==> config.mk <==
export PLATFORM = sky130hd
export DESIGN_NAME = pps_paper_pickup_sequencer
export DESIGN_NICKNAME = d
export VERILOG_FILES = /design/src/pps_pkg.sv /design/src/pps_paper_pickup_sequencer.sv
export SDC_FILE = /design/constraint.sdc
export NUM_CORES = 1
export LEC_CHECK = 0
export BUFFER_PORTS_ARGS = -buffer_cell sky130_fd_sc_hd__buf_2
export CORE_MARGIN = 2
export CORE_UTILIZATION = 30
export DETAILED_ROUTE_END_ITERATION = 6
export SLEW_MARGIN = 5
export SYNTH_ARGS = -nofsm -noshare
export SYNTH_HDL_FRONTEND = slang
export SYNTH_SLANG_ARGS = --single-unit
==> constraint.sdc <==
create_clock -name i_clk -period 5.3 [get_ports i_clk]
set_clock_uncertainty 0.1 [all_clocks]
set_input_delay 0.795 -clock i_clk [delete_from_list [all_inputs] [get_ports i_clk]]
set_output_delay 0.795 -clock i_clk [all_outputs]
set_load 0.05 [all_outputs]
==> src/pps_pkg.sv <==
// Package of constants and types for the paper pickup sequencer
package pps_pkg;

   // ***************************************************
   // Register map (word addresses on the bus)
   // ***************************************************
   localparam logic [3:0] PPS_ADDR_CTRL = 4'h0;
   localparam logic [3:0] PPS_ADDR_STATUS = 4'h1;
   localparam logic [3:0] PPS_ADDR_SOL_DLY = 4'h2;
   localparam logic [3:0] PPS_ADDR_LIFT_TMO = 4'h3;
   localparam logic [3:0] PPS_ADDR_PICK_LEN = 4'h4;

   // ***************************************************
   // Control register fields
   // ***************************************************
   localparam int PPS_CTRL_START_BIT = 0;
   localparam int PPS_CTRL_TRAY_BIT = 1;
   localparam int PPS_CTRL_CONT_BIT = 2;
   localparam int PPS_CTRL_RAISE_BIT = 3;
   localparam int PPS_CTRL_LSCLR_BIT = 4;

   // ***************************************************
   // Status register fields
   // ***************************************************
   localparam int PPS_ST_SIZE_LSB = 0;
   localparam int PPS_ST_ABSENT_BIT = 4;
   localparam int PPS_ST_EMPTY_BIT = 5;
   localparam int PPS_ST_LFAULT_BIT = 6;
   localparam int PPS_ST_BYP_LOADED_BIT = 7;
   localparam int PPS_ST_BYP_OUT_BIT = 8;
   localparam int PPS_ST_BUSY_BIT = 9;
   localparam int PPS_ST_LIFTING_BIT = 10;

   // ***************************************************
   // Reset values and timing (ms based, at 50 MHz)
   // ***************************************************
   localparam int PPS_CLK_HZ = 50_000_000;
   localparam int PPS_TICK_US = 1000;
   localparam int PPS_TICK_CYCLES = PPS_CLK_HZ / 1_000_000 * PPS_TICK_US;
   localparam logic [15:0] PPS_SOL_DLY_RST = 16'h0032;
   localparam logic [15:0] PPS_LIFT_TMO_RST = 16'h0bb8;
   localparam logic [15:0] PPS_PICK_LEN_RST = 16'h00c8;

   // ***************************************************
   // Paper size codes
   // ***************************************************
   typedef enum logic [3:0] {
      PPS_SZ_NONE = 4'h0,
      PPS_SZ_A4 = 4'h1,
      PPS_SZ_LETTER = 4'h2,
      PPS_SZ_B5 = 4'h3,
      PPS_SZ_EXEC = 4'h4,
      PPS_SZ_A5R = 4'h5,
      PPS_SZ_B5R = 4'h6,
      PPS_SZ_LETTERR = 4'h7,
      PPS_SZ_A4R = 4'h8,
      PPS_SZ_A3 = 4'h9,
      PPS_SZ_LEDGER = 4'ha,
      PPS_SZ_B4 = 4'hb,
      PPS_SZ_LEGAL = 4'hc,
      PPS_SZ_UNKNOWN = 4'hf
   } pps_size_t;

endpackage

==> src/pps_paper_pickup_sequencer.sv <==
// Pickup, lifter and paper sensing sequencer with Wishbone registers
// How it works
// Print command starts pickup motor for the selected tray.
// Cassette pickup solenoid fires a configurable delay after motor start.
// Lifter raise launches at power-up and on cassette insertion.
// Lifter motor runs until stack surface sensor sees rack, then stops.
// Raise exceeding configurable timeout flags a lifter motor fault.
// Lift reruns when stack surface sensor loses the rack while no lifter fault is held.
// Top end switch is inverted presence: off means installed.
// Cassette absence is reported while presence input shows missing.
// Both end switches off: width decodes to seven small sizes.
// End patterns decode A4-R, A3, 11x17, B4 and Legal.
// Empty cassette reported while media-out sensor sees no paper.
// Bypass pickup energises bypass solenoid after motor start.
// Bypass media sensor is sampled to know tray loading.
// Last-sheet sensor watched during continuous bypass printing.
// Last-sheet detection reports bypass tray out of media.
// Lifter fault stops motor and holds until new raise or reset.
// Unlisted switch patterns with cassette present give unknown size.
`timescale 1ns/1ps

module pps_paper_pickup_sequencer
   import pps_pkg::*;
#(
   parameter int TICK_CYCLES = PPS_TICK_CYCLES
)
(
   // Clock and reset
   input wire logic i_clk,
   input wire logic i_reset_n,
   // Wishbone slave
   input wire logic i_wb_cyc,
   input wire logic i_wb_stb,
   input wire logic i_wb_we,
   input wire logic [5:2] i_wb_adr,
   input wire logic [3:0] i_wb_sel,
   input wire logic [31:0] i_wb_dat,
   output logic [31:0] o_wb_dat,
   output logic o_wb_ack,
   // Sensor and switch pins
   input wire logic [2:0] i_width_sw,
   input wire logic [2:0] i_end_sw,
   input wire logic i_stack_surface_sensor,
   input wire logic i_cassette_media_out,
   input wire logic i_bypass_media,
   input wire logic i_last_sheet,
   // Actuators
   output logic o_pickup_motor,
   output logic o_cassette_solenoid,
   output logic o_bypass_solenoid,
   output logic o_lifter_motor
);

   // ***************************************************
   // Input synchronisers
   // ***************************************************
   localparam int NSYNC = 10;
   logic [NSYNC-1:0] sync1_reg;
   logic [NSYNC-1:0] sync2_reg;
   logic [2:0] width_s;
   logic [2:0] end_s;
   logic surface_s;
   logic media_out_s;
   logic byp_media_s;
   logic last_sheet_s;

   // Two flops per pin
   always_ff @(posedge i_clk)
   begin
      if (!i_reset_n)
      begin
         sync1_reg <= '0;
         sync2_reg <= '0;
      end
      else
      begin
         sync1_reg <= {i_width_sw, i_end_sw, i_stack_surface_sensor, i_cassette_media_out,
                       i_bypass_media, i_last_sheet};
         sync2_reg <= sync1_reg;
      end
   end

   assign {width_s, end_s, surface_s, media_out_s, byp_media_s, last_sheet_s} = sync2_reg;

   // ***************************************************
   // Millisecond tick divider
   // ***************************************************
   logic [31:0] div_reg;
   logic tick;

   // One-cycle enable every millisecond
   always_ff @(posedge i_clk)
   begin
      if (!i_reset_n || tick)
         div_reg <= '0;
      else
         div_reg <= div_reg + 32'h1;
   end

   assign tick = (div_reg == 32'(TICK_CYCLES - 1));

   // ***************************************************
   // Registers
   // ***************************************************
   logic [15:0] sol_dly_reg;
   logic [15:0] lift_tmo_reg;
   logic [15:0] pick_len_reg;
   logic tray_reg;
   logic cont_reg;
   logic wb_hit;
   logic wr_ctrl;
   logic start_req;
   logic raise_req;
   logic ls_clr;

   assign wb_hit = i_wb_cyc && i_wb_stb && !o_wb_ack;
   assign wr_ctrl = wb_hit && i_wb_we && i_wb_sel[0] && (i_wb_adr == PPS_ADDR_CTRL);
   assign start_req = wr_ctrl && i_wb_dat[PPS_CTRL_START_BIT];
   assign raise_req = wr_ctrl && i_wb_dat[PPS_CTRL_RAISE_BIT];
   assign ls_clr = wr_ctrl && i_wb_dat[PPS_CTRL_LSCLR_BIT];

   // Configuration writes, low half-word lanes
   always_ff @(posedge i_clk)
   begin
      if (!i_reset_n)
      begin
         sol_dly_reg <= PPS_SOL_DLY_RST;
         lift_tmo_reg <= PPS_LIFT_TMO_RST;
         pick_len_reg <= PPS_PICK_LEN_RST;
         tray_reg <= 1'b0;
         cont_reg <= 1'b0;
      end
      else if (wb_hit && i_wb_we)
      begin
         case (i_wb_adr)
            PPS_ADDR_CTRL:
            begin
               if (i_wb_sel[0])
               begin
                  tray_reg <= i_wb_dat[PPS_CTRL_TRAY_BIT];
                  cont_reg <= i_wb_dat[PPS_CTRL_CONT_BIT];
               end
            end
            PPS_ADDR_SOL_DLY:
            begin
               if (i_wb_sel[0]) sol_dly_reg[7:0] <= i_wb_dat[7:0];
               if (i_wb_sel[1]) sol_dly_reg[15:8] <= i_wb_dat[15:8];
            end
            PPS_ADDR_LIFT_TMO:
            begin
               if (i_wb_sel[0]) lift_tmo_reg[7:0] <= i_wb_dat[7:0];
               if (i_wb_sel[1]) lift_tmo_reg[15:8] <= i_wb_dat[15:8];
            end
            PPS_ADDR_PICK_LEN:
            begin
               if (i_wb_sel[0]) pick_len_reg[7:0] <= i_wb_dat[7:0];
               if (i_wb_sel[1]) pick_len_reg[15:8] <= i_wb_dat[15:8];
            end
            default:
            begin
            end
         endcase
      end
   end

   // ***************************************************
   // Size decode and presence
   // ***************************************************
   pps_size_t size_next;
   logic absent_reg;
   logic empty_reg;
   logic byp_loaded_reg;
   pps_size_t size_reg;

   // Width switches top,centre,bottom; end switches top,centre,bottom
   always_comb
   begin
      size_next = PPS_SZ_UNKNOWN;
      if (end_s[2])
         size_next = PPS_SZ_NONE;
      else if (end_s[1:0] == 2'b00)
      begin
         case (width_s)
            3'b111: size_next = PPS_SZ_A4;
            3'b110: size_next = PPS_SZ_LETTER;
            3'b100: size_next = PPS_SZ_B5;
            3'b000: size_next = PPS_SZ_EXEC;
            3'b011: size_next = PPS_SZ_A5R;
            3'b001: size_next = PPS_SZ_B5R;
            3'b101: size_next = PPS_SZ_LETTERR;
            default: size_next = PPS_SZ_UNKNOWN;
         endcase
      end
      else if (end_s[1:0] == 2'b01)
      begin
         if (width_s == 3'b101)
            size_next = PPS_SZ_A4R;
      end
      else if (end_s[1:0] == 2'b11)
      begin
         case (width_s)
            3'b111: size_next = PPS_SZ_A3;
            3'b110: size_next = PPS_SZ_LEDGER;
            3'b100: size_next = PPS_SZ_B4;
            3'b101: size_next = PPS_SZ_LEGAL;
            default: size_next = PPS_SZ_UNKNOWN;
         endcase
      end
   end

   // Registered sensor reports
   always_ff @(posedge i_clk)
   begin
      if (!i_reset_n)
      begin
         size_reg <= PPS_SZ_NONE;
         absent_reg <= 1'b1;
         empty_reg <= 1'b0;
         byp_loaded_reg <= 1'b0;
      end
      else
      begin
         size_reg <= size_next;
         absent_reg <= end_s[2];
         empty_reg <= !end_s[2] && media_out_s;
         byp_loaded_reg <= byp_media_s;
      end
   end

   // ***************************************************
   // Lifter control
   // ***************************************************
   logic lift_reg;
   logic lfault_reg;
   logic boot_reg;
   logic [15:0] lift_ms_reg;
   logic inserted;

   assign inserted = absent_reg && !end_s[2];

   // Raise on power-up, insertion, rack loss; fault on timeout
   always_ff @(posedge i_clk)
   begin
      if (!i_reset_n)
      begin
         lift_reg <= 1'b0;
         lfault_reg <= 1'b0;
         boot_reg <= 1'b1;
         lift_ms_reg <= '0;
      end
      else
      begin
         boot_reg <= 1'b0;
         if (end_s[2])
            lift_reg <= 1'b0;
         else if (boot_reg || inserted || raise_req)
         begin
            lift_reg <= 1'b1;
            lfault_reg <= 1'b0;
            lift_ms_reg <= '0;
         end
         else if (lift_reg)
         begin
            if (surface_s)
               lift_reg <= 1'b0;
            else if (lift_ms_reg >= lift_tmo_reg)
            begin
               lift_reg <= 1'b0;
               lfault_reg <= 1'b1;
            end
            else if (tick)
               lift_ms_reg <= lift_ms_reg + 16'h1;
         end
         else if (!surface_s && !lfault_reg)
         begin
            lift_reg <= 1'b1;
            lift_ms_reg <= '0;
         end
      end
   end

   // ***************************************************
   // Pickup sequencer
   // ***************************************************
   typedef enum logic [1:0] {PPS_IDLE, PPS_MOTOR, PPS_SOLENOID} pps_state_t;
   pps_state_t state_reg;
   logic [15:0] pick_ms_reg;
   logic byp_sel_reg;
   logic byp_out_reg;

   // Motor start, delayed solenoid, feed time
   always_ff @(posedge i_clk)
   begin
      if (!i_reset_n)
      begin
         state_reg <= PPS_IDLE;
         pick_ms_reg <= '0;
         byp_sel_reg <= 1'b0;
      end
      else
      begin
         case (state_reg)
            PPS_IDLE:
            begin
               if (start_req)
               begin
                  state_reg <= PPS_MOTOR;
                  byp_sel_reg <= i_wb_dat[PPS_CTRL_TRAY_BIT];
                  pick_ms_reg <= '0;
               end
            end
            PPS_MOTOR:
            begin
               if (byp_sel_reg || pick_ms_reg >= sol_dly_reg)
               begin
                  state_reg <= PPS_SOLENOID;
                  pick_ms_reg <= '0;
               end
               else if (tick)
                  pick_ms_reg <= pick_ms_reg + 16'h1;
            end
            PPS_SOLENOID:
            begin
               if (pick_ms_reg >= pick_len_reg)
                  state_reg <= PPS_IDLE;
               else if (tick)
                  pick_ms_reg <= pick_ms_reg + 16'h1;
            end
            default: state_reg <= PPS_IDLE;
         endcase
      end
   end

   // Sticky bypass out-of-media, set wins over clear
   always_ff @(posedge i_clk)
   begin
      if (!i_reset_n)
         byp_out_reg <= 1'b0;
      else if (cont_reg && byp_sel_reg && state_reg != PPS_IDLE && last_sheet_s)
         byp_out_reg <= 1'b1;
      else if (ls_clr)
         byp_out_reg <= 1'b0;
   end

   // Actuator outputs from flops
   always_ff @(posedge i_clk)
   begin
      if (!i_reset_n)
      begin
         o_pickup_motor <= 1'b0;
         o_cassette_solenoid <= 1'b0;
         o_bypass_solenoid <= 1'b0;
         o_lifter_motor <= 1'b0;
      end
      else
      begin
         o_pickup_motor <= (state_reg != PPS_IDLE);
         o_cassette_solenoid <= (state_reg == PPS_SOLENOID) && !byp_sel_reg;
         o_bypass_solenoid <= (state_reg == PPS_SOLENOID) && byp_sel_reg;
         o_lifter_motor <= lift_reg;
      end
   end

   // ***************************************************
   // Wishbone read and ack
   // ***************************************************
   logic [31:0] rd_next;

   // Read multiplexer, unmapped reads zero
   always_comb
   begin
      rd_next = 32'h0;
      case (i_wb_adr)
         PPS_ADDR_CTRL: rd_next = {27'h0, 1'b0, 1'b0, cont_reg, tray_reg, 1'b0};
         PPS_ADDR_STATUS:
         begin
            rd_next[PPS_ST_SIZE_LSB +: 4] = size_reg;
            rd_next[PPS_ST_ABSENT_BIT] = absent_reg;
            rd_next[PPS_ST_EMPTY_BIT] = empty_reg;
            rd_next[PPS_ST_LFAULT_BIT] = lfault_reg;
            rd_next[PPS_ST_BYP_LOADED_BIT] = byp_loaded_reg;
            rd_next[PPS_ST_BYP_OUT_BIT] = byp_out_reg;
            rd_next[PPS_ST_BUSY_BIT] = (state_reg != PPS_IDLE);
            rd_next[PPS_ST_LIFTING_BIT] = lift_reg;
         end
         PPS_ADDR_SOL_DLY: rd_next = {16'h0, sol_dly_reg};
         PPS_ADDR_LIFT_TMO: rd_next = {16'h0, lift_tmo_reg};
         PPS_ADDR_PICK_LEN: rd_next = {16'h0, pick_len_reg};
         default: rd_next = 32'h0;
      endcase
   end

   // One-cycle ack, data registered with it
   always_ff @(posedge i_clk)
   begin
      if (!i_reset_n)
      begin
         o_wb_ack <= 1'b0;
         o_wb_dat <= 32'h0;
      end
      else
      begin
         o_wb_ack <= wb_hit;
         o_wb_dat <= wb_hit ? rd_next : 32'h0;
      end
   end

endmodule // pps_paper_pickup_sequencer

Word-level counts from Yosys, hierarchy flattened
Cells that the tools add are included.
W data, S select, Z words.
Cells by class
  add/subtract/negate cells: 3
  order comparisons: 3
  eq/ne operators: 23
  muxes and demuxes: 35
  bitwise logic cells: 2
  reduce and logical (&&, ||, !) cells: 50
Operators by type and width (count)
  $mux W16: 10
  $pmux W11 S5: 1
  $ge A16 B16 Y1: 3
  $pmux W16 S3: 1
  $add A16 B1 Y16 const B: 2
  $add A32 B1 Y32 const B: 1
  $eq A32 B16 Y1 const B: 1
  $pmux W4 S7: 1
  $reduce_and A3 Y1: 9
  $logic_and A1 B1 Y1: 16
  $pmux W5 S3: 1
  $eq A3 B3 Y1 const B: 4
  $mux W1: 12
  $pmux W3 S4: 1
  $eq A4 B2 Y1 const B: 2
  $mux W4: 2
  $ne A2 B2 Y1 const B: 4
  $reduce_bool A2 Y1: 4
  $logic_not A1 Y1: 6
  $mux W2: 3
  $mux W3: 2
  $ne A3 B2 Y1 const B: 2
  $pmux W2 S3: 1
  $reduce_bool A3 Y1: 2
  17 further kinds: 25
Storage, ports and cells
  bits in registers: 185
  logic and storage cells: 145

Longest topological paths before layout
Gate-level depths: netlist (run 1).
  depth after elaboration: 9
  gate-level depth with buffers: 11
  depth with buffers taken out: 9

Worst setup path after synthesis (run 1)
No wires, ideal clock.
  kind: input-to-reg
  start point: input port i_wb_cyc
  end point: register lift_ms_reg[9]
  arrival time: 2.498 ns
  required time: 5.126 ns
  setup slack: 2.628 ns
  stages on the path: 11
  cell sequence: and4b_1 -> buf_6 -> and3_1 -> buf_6 -> a221oi_4 -> and2_4 -> and4_1 -> buf_4 -> buf_8 -> a21oi_1 -> a31oi_1
Between the ends
  cells in the longest elaborated chain, start to end: 9
  elaborated cells on any way between the ends: 13
RTL lines
  start, declared: RTL line pps_paper_pickup_sequencer.sv:32  | input wire logic i_wb_cyc,
  $logic_and A1 B1 Y1 (*) (2 in series): RTL line pps_paper_pickup_sequencer.sv:116  | assign wb_hit = i_wb_cyc && i_wb_stb && !o_wb_ack;
  $logic_and A1 B1 Y1 (*) (3 in series): RTL line pps_paper_pickup_sequencer.sv:117  | assign wr_ctrl = wb_hit && i_wb_we && i_wb_sel[0] && (i_wb_adr == PPS_ADDR_CTRL);
  $logic_and A1 B1 Y1 (*): RTL line pps_paper_pickup_sequencer.sv:119  | assign raise_req = wr_ctrl && i_wb_dat[PPS_CTRL_RAISE_BIT];
  $logic_or A1 B1 Y1 (*): RTL line pps_paper_pickup_sequencer.sv:256  | else if (boot_reg || inserted || raise_req)
  $ne A3 B3 Y1 (no source line), or another cell as far along
  $reduce_and A5 Y1 (no source line)
  end signal, assigned: RTL line pps_paper_pickup_sequencer.sv:272  | lift_ms_reg <= lift_ms_reg + 16'h1;
  end, declared: RTL line pps_paper_pickup_sequencer.sv:236  | logic [15:0] lift_ms_reg;
Every way passes the cells marked *; elsewhere a longest branch is shown, timed or not.
A chain may end at the register's enable or synchronous reset.

Worst setup path in the final report (run 1)
  start point: input port i_wb_adr[2] (netlist bit)
  end point: register lift_ms_reg[15]
Between the ends
  cells in the longest elaborated chain, start to end: 6
  elaborated cells on any way between the ends: 10
RTL lines
  start, declared: RTL line pps_paper_pickup_sequencer.sv:35  | input wire logic [5:2] i_wb_adr,
  $logic_not A4 Y1 (*): RTL line pps_paper_pickup_sequencer.sv:117
  $logic_and A1 B1 Y1 (*): RTL line pps_paper_pickup_sequencer.sv:117
  $logic_and A1 B1 Y1 (*): RTL line pps_paper_pickup_sequencer.sv:119
  $logic_or A1 B1 Y1 (*): RTL line pps_paper_pickup_sequencer.sv:256
  $ne A3 B3 Y1 (no source line), or another cell as far along
  $reduce_and A5 Y1 (no source line)
Marked as above.

==> results.py, run 1 <==
metrics = {
    "status": {
        "outcome": "completed",
    },
    "global_routing": {
        "grtUsageTotal": 0.140,
        "met2_usage": 0.246,
        "antenna_found_initial": 0,
        "grt_pass1_vias": 6548,
        "grt_max_degree": 50,
        "grt_first_pass_wirelength_mm": 32.5,
        "grt_use_met3": 0.0324,
        "busiest_layer": "met2",
        "gr-total-overflow": 0,
        "met1_usage": 0.169,
    },
    "worst_setup_path": {
        "critPathMaxFanout": 23,
        "cp_num_buf_inv": 1,
        "crit_cells": 8,
        "critPathMaxStageDelay_ns": 0.85,
        "reg2reg_from": "lift_ms_reg[2]",
        "crit_path_start_kind": "input port",
        "worst-setup-path-type": "input port to register",
        "crit_start": "i_wb_adr[2]",
        "ff2ff_path_depth": 8,
        "crit_path_top_delay_cell": "nor2_1",
        "critPathRequiredTime_ns": 5.48,
        "cp_data_arrival_time_ns": 3.51,
        "critPathCaptureType": "register",
        "crit_chain": "buf_2 > nor4_4 > and3_1 > a221oi_4 > nand3_1 > o21ai_0 > nor2_1 > a31oi_1",
        "cp_top_family": "simple AND/OR/NAND/NOR gates",
    },
    "clock_network": {
        "root_buffer": "clkbuf_16",
        "cts_htree_levels": 4,
        "cts_tree": "yes",
        "cts_buffers": 17,
        "cts_setup_buffers": 0,
        "ctsLongestPathBuffers": 2,
        "worst_skew_pair.late_latency_ns": 0.44,
        "cts_sinks": 169,
        "clk_pin_slew_ns": 0.08,
        "cts_hold_buf": 0,
        "cts_resized": 0,
    },
    "logic_synthesis": {
        "avgSynthCellArea_um2": 8.80,
        "synth.area.top_cells": "dfxtp_1 (40%), ha_1 (8.2%), mux2i_1 (6.2%), nor2_1 (5.6%), nand2_1 (3.3%)",
        "yosys.cell_types.count": 59,
        "yosys_warnings": 0,
        "yosysTopAreaCellShare": 0.405,
        "synth_edf_count": 0,
        "synth_ff_type": "dfxtp_1",
        "ys_ff_latch": 169,
        "synth_cells": 950,
        "async_flop_share": 0,
        "synth_area_um2": 8360,
        "synth_top_cell_by_area": "dfxtp_1",
        "seq_area_frac_synth": 0.405,
    },
    "floorplan": {
        "io_pins": 92,
        "coreArea_um2": 27600,
        "initial_utilization": 0.302,
        "die-area_um2": 29200,
        "rows": 61,
        "dieWidth_um": 171,
        "die_y_um": 171,
    },
    "min_path": {
        "hp-start": "sync2_reg[1]",
        "min_path_type": "register to register",
        "worstHoldPathCells": 1,
    },
    "routing": {
        "vias": 6715,
        "via_per_inst": 4.83,
        "drcViolationCount": 0,
        "dr.pass1.iters": 5,
        "ant_nets": 0,
        "drt_iter0_drc": 440,
        "wire_per_inst_um": 14.2,
        "wl_mm": 19.7,
    },
    "final_layout": {
        "final_common_cell": "dfxtp_1",
        "nets": 1107,
        "area_delta_synth_final_pct": 14.3,
        "fill_cells": 2863,
        "final_cell_mix": "dfxtp_1 (169), nor2_1 (125), nand2_1 (73)",
        "drive_above_1_share": 0.118,
        "largest_register_ffs": 32,
    },
    "sta": {
        "fin_crit_sh": 0.628,
        "min_period_ns": 3.33,
        "slew_viol_final": 0,
        "finalHoldViolCount": 0,
        "whs_ns": 0.329,
        "clock.fmax_mhz": 300,
        "rsz0062_at_grt": "no",
        "finalSetupViolCount": 0,
        "maxSlewHeadroom": 0.248,
        "tns_ns": 0,
        "tightestPinTransition_ns": 1.12,
    },
    "run": {
        "maxCapViolations": 0,
    },
    "power_and_ir_drop": {
        "ir_worst_vdd_mv": 0.224,
        "p_leak_nw": 3.99,
        "pwr_density_cell_nw_per_um2": 281,
    },
    "placement": {
        "routabilityCongestion": 0.779,
        "dpl.hpwl_mm": 14.5,
        "io_buffers": 57,
    },
}
metrics by stage:
stage	area, um^2	cells	setup WS (ns)	total power (W)	util
floorplan	8410	965	2.63	0.00144	-
global placement	8950	1356	1.54	0.00148	0.324
detailed placement	8950	1356	1.52	0.00148	0.324
CTS	9550	1388	1.93	0.00272	0.346
global route	9550	1388	1.70	0.00279	0.346
finish	9550	1389	1.97	0.00268	0.346
routing by layer:
metal  share of wire  vias to the layer above
li1                -                     3386
met1            0.46                     3177
met2            0.48                      125
met3           0.041                       27
met4           0.018                        0
met5               0                        -
final cells by class:
class | count | area (um^2) | share of cell area
well taps | 378 | 473 | 0.0495
inverters | 63 | 236 | 0.0248
clock buffers | 18 | 439 | 0.0460
diodes | 1 | 2.50 | 0.000262
clock inverters | 14 | 156 | 0.0164
multi-input cells | 682 | 4520 | 0.473
flip-flops and latches | 169 | 3380 | 0.354
repair buffers | 64 | 338 | 0.0354
synth_stat cells (6+ instances only):
library cell  count
dfxtp_1         169
nor2_1          125
nand2_1          73
inv_1            62
ha_1             55
mux2i_1          52
a21oi_1          43
o21ai_0          31
nand3_1          29
and2_1           28
clkbuf_1         25
xnor2_1          25
nand4_1          22
a31oi_1          20
and3_1           18
buf_4            17
xor2_1           15
nand2b_1         14
a221oi_1         12
a211oi_1          9
a21o_1            9
nor3_1            9
nor4_1            9
o211ai_1          7
or3_1             7
and4_1            6
logic make-up after synthesis:
family                   Yosys count  synth area share
flip-flops                       169             0.405
XOR/XNOR                          40            0.0419
buffers and inverters            114            0.0627
AO/OA/AOI/OAI                    161             0.131
other                              1          0.000449
multiplexers                      52            0.0623
adder cells (fa/ha/maj)           55            0.0823
AND/OR/NAND/NOR                  358             0.214
final timing paths:
kind	end	slack (ns)
max	lift_ms_reg[15]	1.97
max reg2reg	lift_ms_reg[15]	2.00
min	byp_loaded_reg	0.33
min reg2reg	byp_loaded_reg	0.33
power by group:
group	switching (W)	internal (W)	total [W]
Combinational	0.000110	0.0000429	0.000153
Sequential	0.0000108	0.00129	0.00130
Clock	0.000588	0.000645	0.00123
Power figures use the tool's default switching activity.
==> run 2, diff against run 1 <==
==> constraint.sdc (replaced) <==
create_clock -name i_clk -period 3.2 [get_ports i_clk]
set_clock_uncertainty 0.1 [all_clocks]
set_input_delay 0.48 -clock i_clk [delete_from_list [all_inputs] [get_ports i_clk]]
set_output_delay 0.48 -clock i_clk [all_outputs]
set_load 0.05 [all_outputs]
==> run 2 against run 1 <==
  * Non-clock buffer count is 8 higher
  * Largest power group unchanged
  * Sequential share of layout area fell by 0.30 points
  * Sequential power increased by 65%
==> results.py, run 2 (synthesis gave the netlist of run 1 again) <==
metrics = {
    "sta": {
        "tightestPinTransition_ns": 0.799,
        "fin_ws_ns": 0.438,
        "finalHoldViolCount": 0,
        "rsz0062_at_grt": "no",
        "clock.fmax_mhz": 362,
        "finalSetupViolCount": 0,
        "fin_crit_sh": 0.863,
        "maxSlewHeadroom": 0.467,
        "slew_viol_final": 0,
        "min_period_ns": 2.76,
        "tns_ns": 0,
        "whs_ns": 0.150,
    },
    "final_layout": {
        "fill_cells": 2845,
        "final_cell_mix": "dfxtp_1 (169), nor2_1 (125), nand2_1 (73)",
        "diodes": 0,
        "final_common_cell": "dfxtp_1",
        "fin_util": 0.349,
        "nets": 1115,
        "multiInputGateArea_um2": 4520,
        "largest_register_ffs": 32,
        "area_delta_synth_final_pct": 15.3,
        "register_area_um2": 3380,
        "drive_above_1_share": 0.125,
    },
    "routing": {
        "dr.pass1.iters": 5,
        "ant_nets": 0,
        "drcViolationCount": 0,
        "drt_iter0_drc": 488,
        "wl_mm": 19.8,
        "via_per_inst": 4.88,
        "vias": 6813,
        "wire_per_inst_um": 14.2,
    },
    "floorplan": {
        "die_y_um": 171,
        "io_pins": 92,
        "die-area_um2": 29200,
        "rows": 61,
        "dieWidth_um": 171,
        "coreArea_um2": 27600,
        "initial_utilization": 0.302,
    },
    "clock_network": {
        "worst_skew_pair.late_latency_ns": 0.42,
        "root_buffer": "clkbuf_16",
        "cts_setup_buffers": 0,
        "cts_buffers": 17,
        "cts_sinks": 169,
        "ctsLongestPathBuffers": 2,
        "clk_pin_slew_ns": 0.07,
        "cts_tree": "yes",
        "cts_htree_levels": 4,
        "cts_hold_buf": 0,
        "cts_resized": 0,
    },
    "worst_setup_path": {
        "crit_start": "pick_ms_reg[0]",
        "critPathMaxFanout": 12,
        "crit_path_start_kind": "register",
        "reg2reg_slack_ns": 0.44,
        "worst-setup-path-type": "register to register",
        "reg2reg_to": "pick_ms_reg[5]",
        "ff2ff_path_depth": 10,
        "critPathCaptureType": "register",
        "critPathRequiredTime_ns": 3.41,
        "reg2reg_from": "pick_ms_reg[0]",
        "crit_end": "pick_ms_reg[5]",
        "cp_data_arrival_time_ns": 2.97,
    },
    "placement": {
        "pre_cts_ws_ns": 0.401,
        "routabilityCongestion": 0.788,
        "dpl.hpwl_mm": 14.5,
        "io_buffers": 57,
    },
    "global_routing": {
        "busiest_layer": "met2",
        "grt_first_pass_wirelength_mm": 32.2,
        "grt_pass1_vias": 6481,
        "grtUsageTotal": 0.139,
        "grt_use_met3": 0.0335,
        "grt_max_degree": 48,
        "gr-total-overflow": 0,
        "antenna_found_initial": 1,
        "met1_usage": 0.171,
        "met2_usage": 0.236,
    },
    "power_and_ir_drop": {
        "pwr_density_cell_nw_per_um2": 473,
        "p_total_w": 0.00456,
        "ir_worst_vdd_mv": 0.407,
        "p_leak_nw": 4.04,
    },
    "run": {
        "maxCapViolations": 0,
    },
    "min_path": {
        "min_path_type": "input port to register",
    },
    "status": {
        "outcome": "completed",
    },
}
==> run 2: cell count changes in the layout (fill, tap and decap cells not counted), moves of 2 or more <==
| cell | previous run | this run |
|---|---|---|
| inv_8 | 5 | 2 |
| buf_4 | 7 | 15 |
| clkinv_4 | 3 | 0 |
| inv_6 | 2 | 5 |
| bufinv_16 | 0 | 2 |
| clkinvlp_4 | 1 | 3 |
==> run 2: worst min-delay path by stage <==
| stage | cells after the start | end | start |
|---|---|---|---|
| 6_report | 2 | sync1_reg[6] | i_end_sw[2] |
| 5_1_grt | 2 | sync1_reg[6] | i_end_sw[2] |
| 4_1_cts | 2 | sync1_reg[6] | i_end_sw[2] |
| 3_5_place_dp | 1 | sync2_reg[0] | sync1_reg[0] |
| 3_3_place_gp | 1 | sync2_reg[8] | sync1_reg[8] |
| 2_1_floorplan | 1 | byp_loaded_reg | sync2_reg[1] |
==> run 2: cell type report <==
type / count / area share
Tap cell: 378 / 0.0491
Sequential cell: 169 / 0.351
Clock buffer: 18 / 0.0456
Multi-Input combinational cell: 682 / 0.469
Timing Repair Buffer: 72 / 0.0413
Clock inverter: 14 / 0.0188
Inverter: 63 / 0.0245
==> run 2: critical path, stage by stage, from the launching register on <==
cell,delay (ns)
dfxtp_1,0.40
inv_1,0.09
ha_1,0.27
nand2b_1,0.14
a211oi_1,0.24
o211ai_1,0.17
a211oi_1,0.41
o21ai_0,0.14
o21ai_1,0.37
buf_4,0.27
nor2_1,0.07
==> run 2: routing by layer <==
metal	part of all wire	up-vias
met2	0.47	141
met3	0.045	34
li1	-	3418
met1	0.46	3220
met5	0	-
met4	0.023	0
==> run 2: stage by stage <==
stage | cells | instance area, um^2
global route | 1396 | 9630
global placement | 1364 | 9010
CTS | 1396 | 9630
detailed placement | 1364 | 9010
finish | 1396 | 9630
floorplan | 965 | 8410
==> run 2: power by group <==
part           total [W]  internal [W]  switching, W
Combinational   0.000259     0.0000748      0.000184
Clock            0.00215       0.00121      0.000945
Sequential       0.00215       0.00213     0.0000180
Total            0.00456       0.00341       0.00115
==> run 3, diff against run 2 <==
--- a/config.mk
+++ b/config.mk
@@ -7,9 +7,10 @@
 export LEC_CHECK = 0
 export BUFFER_PORTS_ARGS = -buffer_cell sky130_fd_sc_hd__buf_2
 export CORE_MARGIN = 2
-export CORE_UTILIZATION = 30
+export CORE_UTILIZATION = 50
 export DETAILED_ROUTE_END_ITERATION = 6
-export SLEW_MARGIN = 5
+export PLACE_DENSITY = 0.7
+export SLEW_MARGIN = 40
 export SYNTH_ARGS = -nofsm -noshare
 export SYNTH_HDL_FRONTEND = slang
 export SYNTH_SLANG_ARGS = --single-unit
==> constraint.sdc (replaced) <==
create_clock -name i_clk -period 3.4 [get_ports i_clk]
set_clock_uncertainty 0.1 [all_clocks]
set_input_delay 0.51 -clock i_clk [delete_from_list [all_inputs] [get_ports i_clk]]
set_output_delay 0.51 -clock i_clk [all_outputs]
set_load 0.05 [all_outputs]
==> run 3 against run 2 <==
  * Combinational power fell by 7%
  * Via count fell by 1.3%
  * Non-clock buffer count fell by 3
  * Register-to-register slack improved by 0.04 ns
  * Global-route usage rose by 8.2 points
  * Highest routed layer unchanged
==> results.py, run 3 (synthesis gave the netlist of run 1 again) <==
metrics = {
    "status": {
        "outcome": "completed",
    },
    "clock_network": {
        "cts_setup_buffers": 0,
        "worst_skew_pair.late_latency_ns": 0.43,
        "cts_sinks": 169,
        "cts_htree_levels": 4,
        "cts_buffers": 17,
        "cts_hold_buf": 0,
        "cts_resized": 0,
        "cts_tree": "yes",
        "ctsLongestPathBuffers": 2,
        "root_buffer": "clkbuf_16",
        "clk_pin_slew_ns": 0.06,
    },
    "power_and_ir_drop": {
        "pwr_density_cell_nw_per_um2": 459,
        "ir_worst_vdd_mv": 0.349,
        "p_leak_nw": 4.03,
    },
    "final_layout": {
        "final_cell_mix": "dfxtp_1 (169), nor2_1 (125), nand2_1 (73)",
        "nets": 1112,
        "stdcell_count": 1234,
        "area_delta_synth_final_pct": 12.7,
        "final_common_cell": "dfxtp_1",
        "largest_register_ffs": 32,
        "drive_above_1_share": 0.121,
        "diodes": 0,
    },
    "worst_setup_path": {
        "crit_cells": 9,
        "critPathRequiredTime_ns": 3.66,
        "cp_data_arrival_time_ns": 3.18,
        "cp_num_buf_inv": 1,
        "critPathMaxFanout": 15,
        "crit_path_top_delay_cell": "and4_1",
        "worst-setup-path-type": "register to register",
        "crit_top_cell": "a31oi_1",
        "ff2ff_path_depth": 9,
        "crit_start": "lift_tmo_reg[2]",
        "cp_top_family": "compound AO/OA/AOI/OAI gates",
        "critPathMaxStageDelay_ns": 0.63,
        "reg2reg_from": "lift_tmo_reg[2]",
        "critPathCaptureType": "register",
        "crit_path_start_kind": "register",
        "crit_chain": "inv_1 > ha_1 > a211o_1 > a31oi_1 > o21ai_0 > a21oi_1 > and4_1 > a41oi_1 > a31oi_1",
    },
    "global_routing": {
        "grt_pass1_vias": 6304,
        "antenna_found_initial": 0,
        "gr-total-overflow": 0,
        "grtUsageTotal": 0.221,
        "grt_first_pass_wirelength_mm": 31.5,
        "grt_max_degree": 48,
    },
    "floorplan": {
        "io_pins": 92,
        "coreArea_um2": 16500,
        "dieWidth_um": 133,
        "die_y_um": 133,
        "rows": 47,
        "initial_utilization": 0.508,
        "die-area_um2": 17800,
    },
    "sta": {
        "tightestPinTransition_ns": 0.818,
        "fin_crit_sh": 0.860,
        "clock.fmax_mhz": 342,
        "tns_ns": 0,
        "maxSlewHeadroom": 0.455,
        "fin_ws_ns": 0.476,
        "finalHoldViolCount": 0,
        "rsz0062_at_grt": "no",
        "finalSetupViolCount": 0,
        "slew_viol_final": 0,
        "min_period_ns": 2.92,
    },
    "placement": {
        "pre_cts_ws_ns": 0.442,
        "dp_cells": 1203,
        "io_buffers": 57,
        "routabilityCongestion": 0.821,
        "dpl.hpwl_mm": 13.4,
    },
    "routing": {
        "wl_mm": 18.9,
        "wire_per_inst_um": 15.3,
        "vias": 6726,
        "dr.pass1.iters": 5,
        "drt_iter0_drc": 523,
        "via_per_inst": 5.45,
        "drcViolationCount": 0,
        "ant_nets": 0,
    },
    "run": {
        "maxCapViolations": 0,
    },
    "min_path": {
        "worstHoldPathCells": 2,
        "min_path_type": "input port to register",
        "hp-start": "i_width_sw[1]",
    },
}
[run 3: changes by cell type in the layout (fill, tap and decap cells not counted), moves of 2 or more]
cell	previous run	this run
buf_4	15	12
bufinv_16	2	4
clkinv_2	0	2
clkinv_8	2	0
inv_6	5	3
[run 3: final timing paths]
check,to,slack [ns]
min reg2reg,sync2_reg[7],0.33
max reg2reg,lift_ms_reg[14],0.48
min,sync1_reg[8],0.18
max,lift_ms_reg[14],0.48
[run 3: report_power, final]
group	total (W)	leakage, nW	internal, W	switching [W]
clock network	0.00206	0.299	0.00124	0.000827
logic	0.000241	2.36	0.0000706	0.000170
registers	0.00202	1.37	0.00201	0.0000169
total	0.00433	4.03	0.00331	0.00101
[run 3: routing by layer]
metal	part of all wire	vias to the layer above	global-route usage	wire [um]
li1	-	3402	-	-
met1	0.47	3111	0.298	8830
met2	0.46	184	0.355	8690
met3	0.053	29	0.0403	1010
met4	0.021	0	0.0822	391
met5	0	-	0	0
[run 3: metrics by stage]
step	hold slack (ns)	power, W	util	instance area [um^2]
global route	0.174	0.00448	0.572	9420
floorplan	0.312	0.00224	-	8410
global placement	0.314	0.00230	0.534	8790
finish	0.182	0.00433	0.572	9420
CTS	0.163	0.00436	0.572	9420
detailed placement	0.317	0.00231	0.534	8800
[run 3: cell type report]
cell class,count,area [um^2]
clock buffer,18,429
inverter,63,236
clock inverter,13,191
tap,220,275
sequential,169,3380
multi-input combinational,682,4530
timing repair buffer,69,375
fill,1520,7050
